File: src/flag_reg_pkg.sv
/*
 * Constants for the reset source and event flag register block: bus offsets,
 * flag bit positions, masks, reset values and bus response codes.
 * Assumes a byte-addressed AXI4-Lite bus with 32-bit data.
 */
package flag_reg_pkg;

   localparam int ADDR_W = 8;

   // The flag register is printed at an odd offset, so offsets are word indices.
   localparam logic [ADDR_W-1:0] FLAG_IDX = 8'h37;
   localparam logic [ADDR_W-1:0] CLR_IDX  = 8'h38;
   localparam logic [ADDR_W-1:0] IEN_IDX  = 8'h39;
   localparam logic [ADDR_W-1:0] DIV_IDX  = 8'h3A;

   // Flag bit positions.
   localparam int TICK_BIT   = 7;
   localparam int POR_BIT    = 6;
   localparam int LVR_BIT    = 5;
   localparam int LCHG_BIT   = 4;
   localparam int LOCK_BIT   = 3;
   localparam int ILA_BIT    = 2;
   localparam int OCHG_BIT   = 1;
   localparam int OSCRUN_BIT = 0;

   // Bits cleared by writing one.
   localparam logic [7:0] W1C_MASK   = 8'hF6;
   // Bits that can raise the interrupt.
   localparam logic [7:0] IRQ_MASK   = 8'h92;
   // Event flags that an ordinary system reset clears.
   localparam logic [7:0] EVENT_MASK = 8'h92;
   // Power-on state: power-on and low-voltage flags set, illegal-address clear.
   localparam logic [7:0] FLAG_RESET = 8'h60;
   localparam logic [7:0] IEN_RESET  = 8'h00;
   localparam logic [7:0] DIV_RESET  = 8'h00;

   // Divide ratio used while the loop is unlocked, as terminal count.
   localparam logic [7:0] UNLOCK_TERM = 8'h03;

   localparam logic [1:0] RESP_OKAY   = 2'h0;
   localparam logic [1:0] RESP_SLVERR = 2'h2;

endpackage

File: src/reset_event_flags.sv
/*
 * Reset source and event flag register with AXI4-Lite slave, interrupt
 * enables, output divider setting and loop clock divider.
 * Assumes rst is the power-on reset, sys_rst a one-cycle ordinary system
 * reset strobe, and all strobes are single-cycle pulses in the clk domain.
 * Lock and oscillator status arrive from analog circuits and are synchronised.
 */
`timescale 1ns/10ps
module reset_event_flags #(
   parameter int DIV_W = 6
) (
   // Clock and power-on reset
   input  wire logic                            clk,
   input  wire logic                            rst,
   // Reset sources and events
   input  wire logic                            sys_rst,
   input  wire logic                            low_volt_rst,
   input  wire logic                            illegal_addr_rst,
   input  wire logic                            periodic_tick_timer_end,
   input  wire logic                            pll_lock_in,
   input  wire logic                            osc_running_in,
   input  wire logic                            vco_tick,
   // AXI4-Lite write address
   input  wire logic                            s_axi_awvalid,
   output logic                                 s_axi_awready,
   input  wire logic [flag_reg_pkg::ADDR_W-1:0] s_axi_awaddr,
   // AXI4-Lite write data
   input  wire logic                            s_axi_wvalid,
   output logic                                 s_axi_wready,
   input  wire logic [31:0]                     s_axi_wdata,
   input  wire logic [3:0]                      s_axi_wstrb,
   // AXI4-Lite write response
   output logic                                 s_axi_bvalid,
   input  wire logic                            s_axi_bready,
   output logic [1:0]                           s_axi_bresp,
   // AXI4-Lite read address
   input  wire logic                            s_axi_arvalid,
   output logic                                 s_axi_arready,
   input  wire logic [flag_reg_pkg::ADDR_W-1:0] s_axi_araddr,
   // AXI4-Lite read data
   output logic                                 s_axi_rvalid,
   input  wire logic                            s_axi_rready,
   output logic [31:0]                          s_axi_rdata,
   output logic [1:0]                           s_axi_rresp,
   // Outputs
   output logic                                 irq,
   output logic                                 pll_tick
);

   if (DIV_W < 2 || DIV_W > 8) begin : g_chk
      $error("reset_event_flags: DIV_W must be 2 to 8");
   end

   // Write channel state.
   logic                            aw_full_ff;
   logic                            nxt_aw_full;
   logic [flag_reg_pkg::ADDR_W-1:0] awaddr_ff;
   logic [flag_reg_pkg::ADDR_W-1:0] nxt_awaddr;
   logic                            w_full_ff;
   logic                            nxt_w_full;
   logic [31:0]                     wdata_ff;
   logic [31:0]                     nxt_wdata;
   logic [3:0]                      wstrb_ff;
   logic [3:0]                      nxt_wstrb;
   logic                            bvalid_ff;
   logic                            nxt_bvalid;
   logic [1:0]                      bresp_ff;
   logic [1:0]                      nxt_bresp;
   // Read channel state.
   logic                            rvalid_ff;
   logic                            nxt_rvalid;
   logic [31:0]                     rdata_ff;
   logic [31:0]                     nxt_rdata;
   logic [1:0]                      rresp_ff;
   logic [1:0]                      nxt_rresp;
   // Ready outputs are registered copies of the buffer-empty state.
   logic                            awready_ff;
   logic                            nxt_awready;
   logic                            wready_ff;
   logic                            nxt_wready;
   logic                            arready_ff;
   logic                            nxt_arready;
   // Register state.
   logic [7:0]                      flags_ff;
   logic [7:0]                      nxt_flags;
   logic [7:0]                      ien_ff;
   logic [7:0]                      nxt_ien;
   logic [DIV_W-1:0]                div_ff;
   logic [DIV_W-1:0]                nxt_div;
   logic                            irq_ff;
   logic                            nxt_irq;
   // Synchronisers and edge history.
   logic                            lock_meta_ff;
   logic                            lock_ff;
   logic                            lock_prev_ff;
   logic                            osc_meta_ff;
   logic                            osc_ff;
   logic                            osc_prev_ff;

   logic                            wr_go;
   logic                            rd_go;
   logic [flag_reg_pkg::ADDR_W-1:0] wr_idx;
   logic [flag_reg_pkg::ADDR_W-1:0] rd_idx;
   logic                            wr_hit;
   logic                            rd_hit;
   logic [7:0]                      flag_view;
   logic [7:0]                      set_vec;
   logic [7:0]                      clr_vec;
   logic [7:0]                      rd_byte;

   assign wr_go  = aw_full_ff && w_full_ff && !bvalid_ff;
   assign rd_go  = s_axi_arvalid && !rvalid_ff;
   assign wr_idx = {2'h0, awaddr_ff[flag_reg_pkg::ADDR_W-1:2]};
   assign rd_idx = {2'h0, s_axi_araddr[flag_reg_pkg::ADDR_W-1:2]};
   assign wr_hit = (wr_idx == flag_reg_pkg::FLAG_IDX) || (wr_idx == flag_reg_pkg::CLR_IDX)
                || (wr_idx == flag_reg_pkg::IEN_IDX) || (wr_idx == flag_reg_pkg::DIV_IDX);
   assign rd_hit = (rd_idx == flag_reg_pkg::FLAG_IDX) || (rd_idx == flag_reg_pkg::CLR_IDX)
                || (rd_idx == flag_reg_pkg::IEN_IDX) || (rd_idx == flag_reg_pkg::DIV_IDX);

   // Live status bits are overlaid on the stored flags, never stored.
   always_comb begin
      flag_view = flags_ff;
      flag_view[flag_reg_pkg::LOCK_BIT]   = lock_ff;
      flag_view[flag_reg_pkg::OSCRUN_BIT] = osc_ff;
   end

   // Read mux; the clear register is write-only and reads zero.
   always_comb begin
      rd_byte = 8'h00;
      if (rd_idx == flag_reg_pkg::FLAG_IDX) begin
         rd_byte = flag_view;
      end else if (rd_idx == flag_reg_pkg::IEN_IDX) begin
         rd_byte = ien_ff;
      end else if (rd_idx == flag_reg_pkg::DIV_IDX) begin
         rd_byte = 8'(div_ff);
      end
   end

   // Bus channel next state.
   always_comb begin
      nxt_aw_full = aw_full_ff;
      nxt_awaddr  = awaddr_ff;
      nxt_w_full  = w_full_ff;
      nxt_wdata   = wdata_ff;
      nxt_wstrb   = wstrb_ff;
      nxt_bvalid  = bvalid_ff;
      nxt_bresp   = bresp_ff;
      nxt_rvalid  = rvalid_ff;
      nxt_rdata   = rdata_ff;
      nxt_rresp   = rresp_ff;
      if (s_axi_awvalid && !aw_full_ff) begin
         nxt_aw_full = 1'b1;
         nxt_awaddr  = s_axi_awaddr;
      end
      if (s_axi_wvalid && !w_full_ff) begin
         nxt_w_full = 1'b1;
         nxt_wdata  = s_axi_wdata;
         nxt_wstrb  = s_axi_wstrb;
      end
      if (wr_go) begin
         nxt_aw_full = 1'b0;
         nxt_w_full  = 1'b0;
         nxt_bvalid  = 1'b1;
         nxt_bresp   = wr_hit ? flag_reg_pkg::RESP_OKAY : flag_reg_pkg::RESP_SLVERR;
      end else if (bvalid_ff && s_axi_bready) begin
         nxt_bvalid = 1'b0;
      end
      if (rd_go) begin
         nxt_rvalid = 1'b1;
         nxt_rdata  = {24'h000000, rd_byte};
         nxt_rresp  = rd_hit ? flag_reg_pkg::RESP_OKAY : flag_reg_pkg::RESP_SLVERR;
      end else if (rvalid_ff && s_axi_rready) begin
         nxt_rvalid = 1'b0;
      end
      nxt_awready = !nxt_aw_full;
      nxt_wready  = !nxt_w_full;
      nxt_arready = !nxt_rvalid;
   end

   always_ff @(posedge clk or posedge rst) begin
      if (rst) begin
         aw_full_ff <= 1'b0;
         awaddr_ff  <= 8'h00;
         w_full_ff  <= 1'b0;
         wdata_ff   <= 32'h00000000;
         wstrb_ff   <= 4'h0;
         bvalid_ff  <= 1'b0;
         bresp_ff   <= 2'h0;
         rvalid_ff  <= 1'b0;
         rdata_ff   <= 32'h00000000;
         rresp_ff   <= 2'h0;
         awready_ff <= 1'b1;
         wready_ff  <= 1'b1;
         arready_ff <= 1'b1;
      end else begin
         aw_full_ff <= nxt_aw_full;
         awaddr_ff  <= nxt_awaddr;
         w_full_ff  <= nxt_w_full;
         wdata_ff   <= nxt_wdata;
         wstrb_ff   <= nxt_wstrb;
         bvalid_ff  <= nxt_bvalid;
         bresp_ff   <= nxt_bresp;
         rvalid_ff  <= nxt_rvalid;
         rdata_ff   <= nxt_rdata;
         rresp_ff   <= nxt_rresp;
         awready_ff <= nxt_awready;
         wready_ff  <= nxt_wready;
         arready_ff <= nxt_arready;
      end
   end

   // Hardware set events, one bit each.
   always_comb begin
      set_vec = 8'h00;
      set_vec[flag_reg_pkg::TICK_BIT] = periodic_tick_timer_end;
      set_vec[flag_reg_pkg::LVR_BIT]  = low_volt_rst;
      set_vec[flag_reg_pkg::ILA_BIT]  = illegal_addr_rst;
      set_vec[flag_reg_pkg::LCHG_BIT] = lock_ff ^ lock_prev_ff;
      set_vec[flag_reg_pkg::OCHG_BIT] = osc_ff ^ osc_prev_ff;
   end

   // Only written ones clear, through the flag or the clear register.
   always_comb begin
      clr_vec = 8'h00;
      if (wr_go && wstrb_ff[0]
          && (wr_idx == flag_reg_pkg::FLAG_IDX || wr_idx == flag_reg_pkg::CLR_IDX)) begin
         clr_vec = wdata_ff[7:0] & flag_reg_pkg::W1C_MASK;
      end
   end

   // Register next state.
   always_comb begin
      nxt_flags = flags_ff & ~clr_vec;
      nxt_ien   = ien_ff;
      nxt_div   = div_ff;
      if (wr_go && wstrb_ff[0] && wr_idx == flag_reg_pkg::IEN_IDX) begin
         nxt_ien = wdata_ff[7:0] & flag_reg_pkg::IRQ_MASK;
      end
      if (wr_go && wstrb_ff[0] && wr_idx == flag_reg_pkg::DIV_IDX) begin
         nxt_div = wdata_ff[DIV_W-1:0];
      end
      // A system reset clears event state but keeps reset sources.
      if (sys_rst) begin
         nxt_flags = nxt_flags & ~flag_reg_pkg::EVENT_MASK;
         nxt_ien   = flag_reg_pkg::IEN_RESET;
         nxt_div   = DIV_W'(flag_reg_pkg::DIV_RESET);
      end
      // Sets are applied last so a coinciding clear loses.
      nxt_flags = (nxt_flags | set_vec) & flag_reg_pkg::W1C_MASK;
      // Registered so the output is glitch-free.
      nxt_irq = |(nxt_flags & nxt_ien & flag_reg_pkg::IRQ_MASK);
   end

   // Power-on loads set power-on and low-voltage flags, clear illegal address.
   always_ff @(posedge clk or posedge rst) begin
      if (rst) begin
         flags_ff <= flag_reg_pkg::FLAG_RESET;
         ien_ff   <= flag_reg_pkg::IEN_RESET;
         div_ff   <= DIV_W'(flag_reg_pkg::DIV_RESET);
         irq_ff   <= 1'b0;
      end else begin
         flags_ff <= nxt_flags;
         ien_ff   <= nxt_ien;
         div_ff   <= nxt_div;
         irq_ff   <= nxt_irq;
      end
   end

   // Two-stage synchronisers; the first stage feeds only the second.
   always_ff @(posedge clk or posedge rst) begin
      if (rst) begin
         lock_meta_ff <= 1'b0;
         lock_ff      <= 1'b0;
         lock_prev_ff <= 1'b0;
         osc_meta_ff  <= 1'b0;
         osc_ff       <= 1'b0;
         osc_prev_ff  <= 1'b0;
      end else begin
         lock_meta_ff <= pll_lock_in;
         lock_ff      <= lock_meta_ff;
         lock_prev_ff <= lock_ff;
         osc_meta_ff  <= osc_running_in;
         osc_ff       <= osc_meta_ff;
         osc_prev_ff  <= osc_ff;
      end
   end

   pll_tick_divider #(
      .DIV_W (DIV_W)
   ) u_div (
      .clk      (clk),
      .rst      (rst),
      .vco_tick (vco_tick),
      .locked   (lock_ff),
      .post_div (div_ff),
      .pll_tick (pll_tick)
   );

   assign s_axi_awready = awready_ff;
   assign s_axi_wready  = wready_ff;
   assign s_axi_bvalid  = bvalid_ff;
   assign s_axi_bresp   = bresp_ff;
   assign s_axi_arready = arready_ff;
   assign s_axi_rvalid  = rvalid_ff;
   assign s_axi_rdata   = rdata_ff;
   assign s_axi_rresp   = rresp_ff;
   assign irq           = irq_ff;

endmodule

File: src/pll_tick_divider.sv
/*
 * Derives the loop output clock as a one-cycle enable pulse from the VCO
 * tick enable. Assumes vco_tick is a single-cycle pulse in the clk domain.
 */
`timescale 1ns/10ps
module pll_tick_divider #(
   parameter int DIV_W = 6
) (
   // Clock and reset
   input  wire logic             clk,
   input  wire logic             rst,
   // Control
   input  wire logic             vco_tick,
   input  wire logic             locked,
   input  wire logic [DIV_W-1:0] post_div,
   // Output
   output logic                  pll_tick
);

   logic [7:0] cnt_ff;
   logic [7:0] nxt_cnt;
   logic       pll_tick_ff;
   logic       nxt_pll_tick;
   logic [7:0] term;

   if (DIV_W < 2 || DIV_W > 8) begin : g_chk
      $error("pll_tick_divider: DIV_W must be 2 to 8");
   end

   // Unlocked runs at a fixed divide by four to protect the core clock.
   assign term = locked ? 8'(post_div) : flag_reg_pkg::UNLOCK_TERM;

   always_comb begin
      nxt_cnt      = cnt_ff;
      nxt_pll_tick = 1'b0;
      if (vco_tick) begin
         // A count above a freshly lowered terminal wraps at once.
         if (cnt_ff >= term) begin
            nxt_cnt      = 8'h00;
            nxt_pll_tick = 1'b1;
         end else begin
            nxt_cnt = cnt_ff + 8'h01;
         end
      end
   end

   always_ff @(posedge clk or posedge rst) begin
      if (rst) begin
         cnt_ff      <= 8'h00;
         pll_tick_ff <= 1'b0;
      end else begin
         cnt_ff      <= nxt_cnt;
         pll_tick_ff <= nxt_pll_tick;
      end
   end

   assign pll_tick = pll_tick_ff;

endmodule

File: config.mk
export PLATFORM = sky130hd
export DESIGN_NAME = reset_event_flags
export DESIGN_NICKNAME = d
export VERILOG_FILES = /design/src/flag_reg_pkg.sv /design/src/reset_event_flags.sv /design/src/pll_tick_divider.sv
export SDC_FILE = /design/constraint.sdc
export NUM_CORES = 1
export LEC_CHECK = 0
export BUFFER_PORTS_ARGS = -buffer_cell sky130_fd_sc_hd__clkbuf_2
export CAP_MARGIN = 20
export CORE_MARGIN = 4
export CORE_UTILIZATION = 30
export CTS_CLUSTER_DIAMETER = 50
export CTS_CLUSTER_SIZE = 8
export DETAILED_ROUTE_END_ITERATION = 16
export GPL_TIMING_DRIVEN = 0
export PLACE_DENSITY = 0.52
export SLEW_MARGIN = 20
export SYNTH_ARGS = -nofsm -noshare
export SYNTH_HDL_FRONTEND = slang
export SYNTH_HIERARCHICAL = 1
export SYNTH_SLANG_ARGS = --single-unit
File: constraint.sdc
create_clock -name clk -period 3.7 [get_ports clk]
set_clock_uncertainty 0.05 [all_clocks]
set_input_delay 0.555 -clock clk [delete_from_list [all_inputs] [get_ports clk]]
set_output_delay 0.555 -clock clk [all_outputs]
set_load 0.005 [all_outputs]
==> run_results.csv <==
group,metric,value,unit
pwr,switching_power,0.000627,W
clock_network,cts_setup_buffers,0,
routing,firstDrtPassIters,4,
synthesis,yosysUniqueCellTypes,48,
layout,seqCellArea,1660,sq um
global_routing,antenna_found_initial,0,
layout,instances_no_fill,496,
setup_path,reg2reg_from,"s_axi_bvalid",
global_routing,grtUsageTotal,11.4,%
clock_network,ctsResizeCount,0,
setup_path,timing.rr.end,"irq",
run,drv_cap,0,
synthesis,synth_top_family_by_area,"simple AND/OR/NAND/NOR gates",
place,io_buffers,49,
routing,vias,2142,
global_routing,globalRouteOverflowTotal,0,
place,gp_congestion,0.785,
setup_path,worstPathCellList,"nand3b_1 -> nor4_2 -> mux2i_1 -> nor4_1 -> a211o_1",
layout,multiInputGateArea,1270,sq um
setup_path,cp-start-kind,"flip-flop",
clock_network,h-tree-depth,3,
place,placed_cells,480,
pwr,p_int,0.00144,W
sta,hold_viol,0,
setup_path,crit_type,"flip-flop to flip-flop",
synthesis,synthCells,273,
synthesis,synth_xor_area_share,2.26,%
setup_path,cp_slowest_cell,"nor4_2",
setup_path,required,3.88,ns
setup_path,r2r_slack,1.41,ns
layout,num-nets-final,431,
setup_path,end_kind,"flip-flop",
synthesis,yosys_warnings,6,
global_routing,grt_pass1_vias,2108,
clock_network,clock_latency,0.34,ns
routing,vias_per_cell,4.32,
clock_network,clkSlewWorstSetupHoldPaths,0.08,ns
synthesis,ys_seq_area_share,53.5,%
pwr,p_leak,1.82,nW
sta,tns,0,ns
setup_path,critPathArrivalTime,2.47,ns
setup_path,critPathMaxStageDelay,0.68,ns
routing,wl,6300,microns
clock_network,holdBufCountCts,0,
floorplanning,die_w,110,microns
floorplanning,core,9910,sq um
clock_network,cts_buffers,9,
pwr,power_density,542,nW/um^2
clock_network,cts_sinks,66,
sta,setup_viol,0,
sta,finalWorstPathRequiredPeriod,2.29,ns
synthesis,synth-simple-area-share,13.5,%
place,dp.final_hpwl,4810,microns
pwr,p_comb_share,21.4,%
floorplanning,die_y,110,microns
floorplanning,row_count,36,
sta,tightest_slew,1.02,ns
synthesis,ys_ff_latch,66,
pwr,p_clk_share,30.4,%
clock_network,cts_root_buffer,"clkbuf_8",
synthesis,synth_adder_area_share,2.83,%
floorplanning,io_pins,109,
synthesis,postSynthAreaPerCell,11.4,sq um
sta,slew_violations,0,
synthesis,synth_mux_area_share,6.06,%
floorplanning,die-area,12000,sq um
clock_network,cts_buffer_depth,2,
sta,max-slew-margin-rel,31.7,%
sta,finalWorstSetupSlack,1.41,ns
pwr,netSwitchingFraction,30.3,%
routing,drc,0,
sta,rsz0062_at_grt,"no",
sta,min_period_over_period,61.9,%
routing,ant_nets,0,
floorplanning,initial_utilization,31.3,%
layout,drive_gt1_share,33.6,%
setup_path,crit_fanout,8,
layout,final_util,38.5,%
pwr,p_seq_share,48.3,%
layout,antennaDiodeCount,0,
hold_path,worstHoldPathType,"input pin to async pin",
routing,routedWlPerCell,12.7,microns
synthesis,synth-compound-area-share,13.1,%
layout,fillers,1022,
place,dpl_worst_slack,1.42,ns
routing,first_iter_violations,57,
layout,area_growth,23.2,%
clock_network,cts_tree,"built",
status,outcome,"finished clean",
synthesis,syn_area,3100,sq um
pwr,vdd_ir_drop_max,328,uV
global_routing,grt_max_degree,58,
global_routing,grt_first_pass_wirelength,10500,microns
setup_path,ff2ff_path_depth,5,
sta,clock.fmax,437,MHz
==> worst max-delay path by stage <==
stage	from	end	slack, ns	cells after the start
after floorplan	rst	aw_full_ff	1.70	1
after global placement	rst	s_axi_rvalid	0.94	2
after global routing	s_axi_bvalid	irq	1.23	5
after CTS	s_axi_bvalid	irq	1.39	5
after detailed placement	s_axi_bvalid	irq	1.42	5
final	s_axi_bvalid	irq	1.41	5
==> through the flow <==
step | hold WS (ns) | area [sq um] | power [W]
global route | 0.159 | 3820 | 0.00222
CTS | 0.141 | 3820 | 0.00211
finish | 0.141 | 3820 | 0.00207
detailed placement | 0.286 | 3610 | 0.00147
global placement | 0.285 | 3600 | 0.00145
floorplan | 0.281 | 3190 | 0.00132
==> layout make-up <==
| type | instances | share of cell area [%] |
|---|---|---|
| Timing Repair Buffer | 49 | 6.42 |
| Clock buffer | 10 | 3.60 |
| Multi-Input combinational cell | 188 | 33.2 |
| Buffer | 33 | 5.90 |
| Clock inverter | 6 | 1.93 |
| Tap cell | 133 | 4.36 |
| Sequential cell | 66 | 43.4 |
| Inverter | 11 | 1.15 |
==> metal layers <==
layer,up-vias,GRT usage [%],part of all wire [%]
li1,1072,-,-
met1,999,15.2,47
met2,66,16.8,45
met3,5,4.82,7.4
met4,0,3.29,0.65
met5,-,0,0
==> cells in the mapped netlist (all sizes together) <==
cell,number,area [sq um]
a22oi,4,30.0
or4b,1,13.8
a211o,2,17.5
and2,4,25.0
and3b,1,8.76
a2111oi,1,27.5
o22ai,2,12.5
dfrtp,61,1530
and4,1,8.76
a22o,10,87.6
and3,1,6.26
nand2b,4,25.0
nand3b,2,15.0
buf,27,203
nor4,2,18.8
a21oi,8,43.8
ha,7,87.6
dfstp,5,131
xnor2,4,35.0
or2,1,6.26
a31o,1,8.76
nand2,24,90.1
clkbuf,6,22.5
xor2,4,35.0
a21o,5,37.5
nor3b,2,15.0
conb,1,3.75
a31oi,3,18.8
nor2b,5,33.8
inv,11,41.3
nor3,9,55.1
o21ai,15,75.1
nor2,8,30.0
nand4,3,25.0
mux2,14,158
nand3,5,25.0
a21boi,1,7.51
nand4b,2,17.5
o31ai,1,12.5
mux2i,3,30.0
a211oi,2,27.5
==> critical path, delay by kind of cell, from the launching register on <==
kind            cells  cell delay, ns
flops               1            0.41
mux                 1            0.30
simple gates        3            1.13
compound gates      1            0.29
==> power groups by stage <==
stage	Combinational (W)	Sequential [W]	Clock, W
4_1_cts	0.000450	0.00100	0.000655
5_1_grt	0.000501	0.00103	0.000691
3_5_place_dp	0.000450	0.00102	0
3_3_place_gp	0.000439	0.00101	0
2_1_floorplan	0.000337	0.000981	0
6_report	0.000443	0.00100	0.000629
==> layout by cell type, fill, tap and decap left out, types with 5 or more instances in the layout <==
master    netlist  layout
a21o_1          5       5
a21oi_1         7       7
a22o_1         10      10
buf_4          27      27
clkbuf_1        6       6
clkbuf_2        0      49
clkbuf_8        0      10
conb_1          1      26
dfrtp_1        61      61
dfstp_2         5       5
ha_1            7       7
inv_1          11      10
mux2_2         14      14
nand2_1        24      24
nand3_1         5       5
nor2_1          8       8
nor3_1          7       7
o21ai_0        14      14
==> cell families (layout without fill, tap and decap cells) <==
family                   count (synthesis)  after routing
AO/OA/AOI/OAI                           55             55
adder cells (fa/ha/maj)                  7              7
flip-flops                              66             66
other                                    1             26
buffers and inverters                   44            109
XOR/XNOR                                 8              8
AND/OR/NAND/NOR                         75             75
multiplexers                            17             17
==> flip-flops by register name (all words and copies together) (netlist names), 6 cells and up <==
| signal | cells |
|---|---|
| wdata_ff | 8 |
| awaddr_ff | 6 |
| s_axi_rdata | 8 |
| ien_ff | 6 |
| div_ff | 6 |
| u_div/cnt_ff | 8 |
| flags_ff | 6 |
Note: power is estimated with default switching activity, not from simulation.
